===== src/inc/sdct_consts.vh =====
/*
  Timing constants for the SDRAM command timing core.
  Assumes a 10 MHz clock (100 ns period); figures are given in whole cycles.
*/
`ifndef SDCT_CONSTS_VH
`define SDCT_CONSTS_VH
`define SDCT_CLK_PERIOD_NS 100
`define SDCT_CCD_CYC 1
`define SDCT_CKE_ENTRY_CYC 1
`define SDCT_CKE_EXIT_CYC 1
`define SDCT_DQM_WR_CYC 0
`define SDCT_DQM_RD_CYC 2
`define SDCT_FLOAT_CL3_CYC 3
`define SDCT_FLOAT_CL2_CYC 2
`define SDCT_CMD_NOP 3'h0
`define SDCT_CMD_READ 3'h1
`define SDCT_CMD_WRITE 3'h2
`define SDCT_CMD_PRECHARGE 3'h3
`define SDCT_CMD_STOP 3'h4
`define SDCT_CMD_OTHER 3'h7
`define SDCT_BURST_W 4
`define SDCT_BURST_DEF 4'h4
`endif

===== src/core/sdct_core.v =====
/*
  Device-side data path timing of a four-bank SDRAM: clock enable gating,
  data mask on writes and reads, read latency and output float control.
  Assumes the controller honours all command spacings; commands arrive decoded
  and synchronous to MCLK_IN.
*/
`include "sdct_consts.vh"

// Overview of operation
// - Read or write commands may arrive every cycle; each restarts the burst.
// - Clock enable sampled low suspends internal clocking one cycle later.
// - Clock enable high resumes clocking one cycle later.
// - Write word under asserted mask in the same cycle is not written.
// - Read outputs float two cycles after mask is asserted.
// - Precharge during read floats outputs after read latency cycles.
module sdct_core #(
  parameter DATA_W = 16
) (
  // Clock and reset
  input wire MCLK_IN,
  input wire RESET_IN,
  // Decoded command
  input wire [2:0] CMD_IN,
  input wire CKE_IN,
  input wire CL3_IN,
  input wire [`SDCT_BURST_W-1:0] BURST_LEN_IN,
  // Data path
  input wire DQM_IN,
  input wire [DATA_W-1:0] DQ_IN,
  input wire [DATA_W-1:0] RD_DATA_IN,
  output reg [DATA_W-1:0] DQ_OUT,
  output reg DQ_OE_N_OUT,
  // Array write port
  output reg WR_EN_OUT,
  output reg [DATA_W-1:0] WR_DATA_OUT,
  // Status
  output reg CLK_ACTIVE_OUT
);

  // Burst counters and latency pipelines
  reg [`SDCT_BURST_W-1:0] wr_left;
  reg [`SDCT_BURST_W-1:0] rd_left;
  reg [2:0] rd_pipe;
  reg [1:0] dqm_pipe;
  reg [2:0] float_pipe;

  // Next values
  reg [`SDCT_BURST_W-1:0] next_wr_left;
  reg next_wr_en;
  reg [DATA_W-1:0] next_wr_data;
  reg [`SDCT_BURST_W-1:0] next_rd_left;
  reg [2:0] next_rd_pipe;
  reg next_oe_n;

  // Decoded strobes
  wire run;
  wire is_nop;
  wire is_wr;
  wire is_rd;
  wire is_stop;
  wire is_pre;
  wire rd_cmd_now;
  wire rd_now;
  wire float_now;

  // True when the decoded command carries the wanted code
  function cmd_is;
    input [2:0] cmd;
    input [2:0] code;
    begin
      cmd_is = (cmd == code);
    end
  endfunction

  // Words still to come after the first word of a burst
  function [`SDCT_BURST_W-1:0] burst_rest;
    input [`SDCT_BURST_W-1:0] len;
    begin
      if (len == {`SDCT_BURST_W{1'b0}})
        burst_rest = {`SDCT_BURST_W{1'b0}};
      else
        burst_rest = len - {{(`SDCT_BURST_W-1){1'b0}}, 1'b1};
    end
  endfunction

  // One burst word done, holding at zero
  function [`SDCT_BURST_W-1:0] count_down;
    input [`SDCT_BURST_W-1:0] left;
    begin
      if (left == {`SDCT_BURST_W{1'b0}})
        count_down = left;
      else
        count_down = left - {{(`SDCT_BURST_W-1){1'b0}}, 1'b1};
    end
  endfunction

  // Pipeline stage that matches the selected read latency
  function latency_tap;
    input [2:0] pipe;
    input cl3;
    begin
      if (cl3)
        latency_tap = pipe[2];
      else
        latency_tap = pipe[1];
    end
  endfunction

  // Internal clock runs when enable was high one cycle earlier
  assign run = CLK_ACTIVE_OUT;
  assign is_nop = run && cmd_is(CMD_IN, `SDCT_CMD_NOP);
  assign is_wr = run && cmd_is(CMD_IN, `SDCT_CMD_WRITE);
  assign is_rd = run && cmd_is(CMD_IN, `SDCT_CMD_READ);
  assign is_stop = run && cmd_is(CMD_IN, `SDCT_CMD_STOP);
  assign is_pre = run && cmd_is(CMD_IN, `SDCT_CMD_PRECHARGE);
  assign rd_cmd_now = is_rd || (run && rd_left != {`SDCT_BURST_W{1'b0}});
  // Data appears after latency 2 or 3
  assign rd_now = latency_tap(rd_pipe, CL3_IN);
  // Precharge float after 3 or 2 cycles
  assign float_now = latency_tap(float_pipe, CL3_IN);

  always @(posedge MCLK_IN)
  begin
    if (RESET_IN)
      CLK_ACTIVE_OUT <= 1'b1;
    else
      CLK_ACTIVE_OUT <= CKE_IN;
  end

  // Write path: first word with the command, mask has no latency
  always @*
  begin
    next_wr_left = wr_left;
    next_wr_en = 1'b0;
    next_wr_data = WR_DATA_OUT;
    if (is_rd || is_stop || is_pre)
      next_wr_left = {`SDCT_BURST_W{1'b0}};
    if (is_wr)
    begin
      next_wr_left = burst_rest(BURST_LEN_IN);
      next_wr_en = ~DQM_IN;
      next_wr_data = DQ_IN;
    end
    else if (is_nop && wr_left != {`SDCT_BURST_W{1'b0}})
    begin
      next_wr_left = count_down(wr_left);
      next_wr_en = ~DQM_IN;
      next_wr_data = DQ_IN;
    end
  end

  always @(posedge MCLK_IN)
  begin
    if (RESET_IN)
    begin
      wr_left <= {`SDCT_BURST_W{1'b0}};
      WR_EN_OUT <= 1'b0;
      WR_DATA_OUT <= {DATA_W{1'b0}};
    end
    else
    begin
      wr_left <= next_wr_left;
      WR_EN_OUT <= next_wr_en;
      WR_DATA_OUT <= next_wr_data;
    end
  end

  // Read path: a write drops pending read data at once
  always @*
  begin
    next_rd_left = rd_left;
    next_rd_pipe = rd_pipe;
    next_oe_n = DQ_OE_N_OUT;
    if (run)
    begin
      if (is_rd)
        next_rd_left = burst_rest(BURST_LEN_IN);
      else if (is_wr || is_stop || is_pre)
        next_rd_left = {`SDCT_BURST_W{1'b0}};
      else
        next_rd_left = count_down(rd_left);
      next_rd_pipe = {rd_pipe[1:0], rd_cmd_now && !is_wr};
      if (float_now || is_wr)
      begin
        next_oe_n = 1'b1;
        next_rd_pipe = 3'h0;
      end
      else
        next_oe_n = ~(rd_now && !dqm_pipe[1]);
    end
  end

  // Pipelines freeze while the internal clock is stopped
  always @(posedge MCLK_IN)
  begin
    if (RESET_IN)
    begin
      rd_left <= {`SDCT_BURST_W{1'b0}};
      rd_pipe <= 3'h0;
      dqm_pipe <= 2'h0;
      float_pipe <= 3'h0;
      DQ_OUT <= {DATA_W{1'b0}};
      DQ_OE_N_OUT <= 1'b1;
    end
    else
    begin
      rd_left <= next_rd_left;
      rd_pipe <= next_rd_pipe;
      DQ_OE_N_OUT <= next_oe_n;
      if (run)
      begin
        dqm_pipe <= {dqm_pipe[0], DQM_IN};
        float_pipe <= {float_pipe[1:0], is_pre};
        DQ_OUT <= RD_DATA_IN;
      end
    end
  end

endmodule


===== config.mk =====
export PLATFORM = sky130hd
export DESIGN_NAME = sdct_core
export DESIGN_NICKNAME = d
export VERILOG_FILES = /design/src/core/sdct_core.v
export VERILOG_INCLUDE_DIRS = /design/src /design/src/inc
export SDC_FILE = /design/constraint.sdc
export NUM_CORES = 1
export LEC_CHECK = 0
export BUFFER_PORTS_ARGS = -buffer_cell sky130_fd_sc_hd__clkbuf_2
export CAP_MARGIN = 5
export CORE_MARGIN = 3
export CORE_UTILIZATION = 53
export CTS_CLUSTER_DIAMETER = 40
export DETAILED_ROUTE_END_ITERATION = 10
export GPL_TIMING_DRIVEN = 0
export HOLD_SLACK_MARGIN = 0.05
export PLACE_DENSITY = 0.94
export SETUP_SLACK_MARGIN = 0.5
export SLEW_MARGIN = 5
export SYNTH_ARGS = -nofsm -noshare
export SYNTH_HDL_FRONTEND = slang
export SYNTH_SLANG_ARGS = --single-unit
export TNS_END_PERCENT = 20

===== constraint.sdc =====
create_clock -name MCLK_IN -period 4.1 [get_ports MCLK_IN]
set_input_delay 0 -clock MCLK_IN [delete_from_list [all_inputs] [get_ports MCLK_IN]]
set_output_delay 0 -clock MCLK_IN [all_outputs]
set_load 0.02 [all_outputs]

==> results by group <==
Yosys
  • Most used DFF post-synth: dfxtp_1
  • Post-Synthesis Cell Area: 2240 um^2
  • EDFF count, synth: 0
  • Synth unique cells: 47
  • Mapped Nets: 276
  • Syn Inst Count: 230
  • Async SR Flop Fraction: 0
  • Syn Area/Cell: 9.74 um^2
  • Seq cells post-synth: 51
  • Sequential fraction of the synthesis area: 0.456
  • Ys Warns: 0

Clock network
  • Htree depth: 2
  • Clock Sinks: 51
  • Hold Buf Count CTS: 35
  • # resized after CTS: 0
  • CTS tree: done
  • Total CTS buffers: 5
  • Clock buffer depth: 2
  • Clk Latency, worst-skew pair: 0.31 ns
  • Clock transition at path regs: 0.10 ns
  • Post CTS Setup Buffer Count: 0
  • CTS root buffer: clkbuf_8

STA
  • Worst slew margin: 0.583
  • Final Slew Violations: 0
  • Unrepaired setup endpoints after global routing: no
  • Achievable Freq: 538 MHz
  • Setup violators final: 0
  • Clock Skews: 0.00871 ns
  • Slew at the pin with the worst max-slew slack: 0.620 ns
  • Final period utilization: 0.454
  • Final Hold Vio Count: 0
  • Final setup TNS: 0 ns
  • Tmin final: 1.86 ns
  • Hold slack: 0.134 ns

Pwr
  • Sequential power share: 0.494
  • Logic pwr share: 0.234
  • Lkg Pwr: 0.00148 uW
  • Switching portion of total power: 0.312
  • P_sw: 347 uW
  • Pwr Density: 355 nW/um^2
  • Pwr Total: 1110 uW
  • Worst VDD drop: 0.226 mV
  • Clk pwr share: 0.272
  • P_int: 765 uW

Final layout
  • Share of layout cells above drive strength 1: 0.302
  • Most frequent cells in the layout: clkbuf_2 (78), dfxtp_1 (51), nor2_1 (42)
  • Diode count: 0
  • Area grow syn2layout: 39.8%
  • Most common cell after layout, fill and taps aside: clkbuf_2
  • Layout Nets: 396

Routing
  • DRT Wirelength: 7.83 mm
  • Vias per Instance: 6.05
  • Drt first pass iters: 5
  • DRC viols: 0
  • Wirelength per Cell: 19.5 um
  • DRT iter0 DRCs: 292
  • Via count: 2425
  • Routed Antenna Nets: 0

Floorplan
  • Horiz. Die Dim: 71.0 um
  • Core area: 4030 um^2
  • Die ar.: 5040 um^2
  • Core Rows: 23
  • Die Height: 71.0 um
  • Initial Util: 0.556
  • Top Ports: 79

Setup path
  • Crit path max fanout: 10
  • WP depth: 6
  • Slowest stage cell, crit path: or3b_4
  • Peak per-stage delay on the critical path: 0.45 ns
  • Top cell family by delay on the critical path: simple AND/OR/NAND/NOR gates
  • R2R depth: 6
  • Critical path type: reg2reg
  • Setup crit start kind: flop
  • Worst Path Buf+Inv: 2
  • Critical Path AT: 2.05 ns
  • CP Capture Type: flop
  • Critical path cell sequence: buf_4 > or3b_4 > nor2_8 > buf_12 > mux2i_1 > nor2_1
  • Worst EP required: 4.29 ns

Job
  • Max Cap Viol: 0

GRT
  • Total GRT Usage: 0.317
  • Gr ovfl total: 0
  • Antenna violations before repair: 0
  • Grt met2 use: 0.548
  • GR peak layer: met2
  • Global-route track usage on met3: 0.0753
  • First-pass GRT wire length: 12.7 mm
  • Vias in the first global route: 2472
  • Largest net degree at the start of global routing: 17
  • Met1 Usage GRT: 0.382

Hold path
  • WHS Path Cells: 4
  • Hold WC Path Type: in2reg

Place
  • Final HPWL DP: 4.00 mm
  • Placer congestion estimate: 0.924
  • Port buffer count: 78

Outcome
  • Run status: finished clean
-- worst reg2reg max path, stage by stage, from the launching register on --
cell and delay, ns:
dfxtp_1 0.38, buf_4 0.20, or3b_4 0.45, nor2_8 0.23, buf_12 0.18, mux2i_1 0.24, nor2_1 0.07
-- area by class of cell --
| type | count | area [um^2] |
|---|---|---|
| Buffer | 12 | 77.6 |
| Clock buffer | 5 | 68.8 |
| Clock inverter | 3 | 18.8 |
| Fill cell | 230 | 897 |
| Inverter | 9 | 33.8 |
| Multi-Input combinational cell | 158 | 1110 |
| Sequential cell | 51 | 1020 |
| Tap cell | 50 | 62.6 |
| Timing Repair Buffer | 113 | 741 |
-- registers in the layout, summed over array words and instances (netlist names), 2 cells and up --
name and flops:
float_pipe 3, dqm_pipe 2, rd_pipe 3, WR_DATA_OUT 16
wr_left 4, DQ_OUT 16, rd_left 4
-- power groups by stage --
stage	clock, uW	sequential [uW]	combinational, uW
final	302	550	260
after global routing	310	552	278
after CTS	298	546	242
after detailed placement	0	557	215
after global placement	0	555	208
after floorplan	0	575	127
-- Yosys cell counts (4+ instances only) --
master	number	area, um^2
buf_2	4	20.0
nand3_1	7	35.0
a21oi_1	10	50.1
a31oi_1	5	31.3
mux2i_1	37	370
o21ai_0	4	20.0
inv_1	7	26.3
a22oi_1	4	30.0
nand2_1	8	30.0
clkbuf_1	5	18.8
dfxtp_1	51	1020
nor2_1	42	158
-- final timing paths --
kind | from | to | slack (ns)
hold / removal | BURST_LEN_IN[0] | wr_left[0] | 0.13
hold reg to reg | rd_pipe[0] | rd_pipe[0] | 0.48
setup reg to reg | CLK_ACTIVE_OUT | WR_DATA_OUT[15] | 2.24
setup / recovery | CLK_ACTIVE_OUT | WR_DATA_OUT[15] | 2.24
-- cells by family after synthesis --
group	synth area share
muxes	0.170
xor gates and xnor gates	0.00391
adders and majority gates	0.0112
buffers and inverters	0.0497
and+or+nand+nor	0.188
AOI/OAI and AO/OA	0.122
DFF	0.456
-- per-layer routing --
metal  routed length (um)  part of all wire  vias up
met2                 3720              0.47      203
met3                  836              0.11       47
met4                  333             0.043        0
li1                     -                 -     1050
met1                 2950              0.38     1125
met5                    0                 0        -
-- metrics by stage --
step | instances | area, um^2 | setup WS (ns) | util
finish | 401 | 3130 | 2.24 | 0.777
CTS | 401 | 3130 | 2.37 | 0.777
global placement | 358 | 2690 | 2.43 | 0.669
floorplan | 230 | 2240 | 2.37 | -
detailed placement | 358 | 2690 | 2.39 | 0.669
global route | 401 | 3130 | 2.16 | 0.777
(Power assumes the default switching activity.)
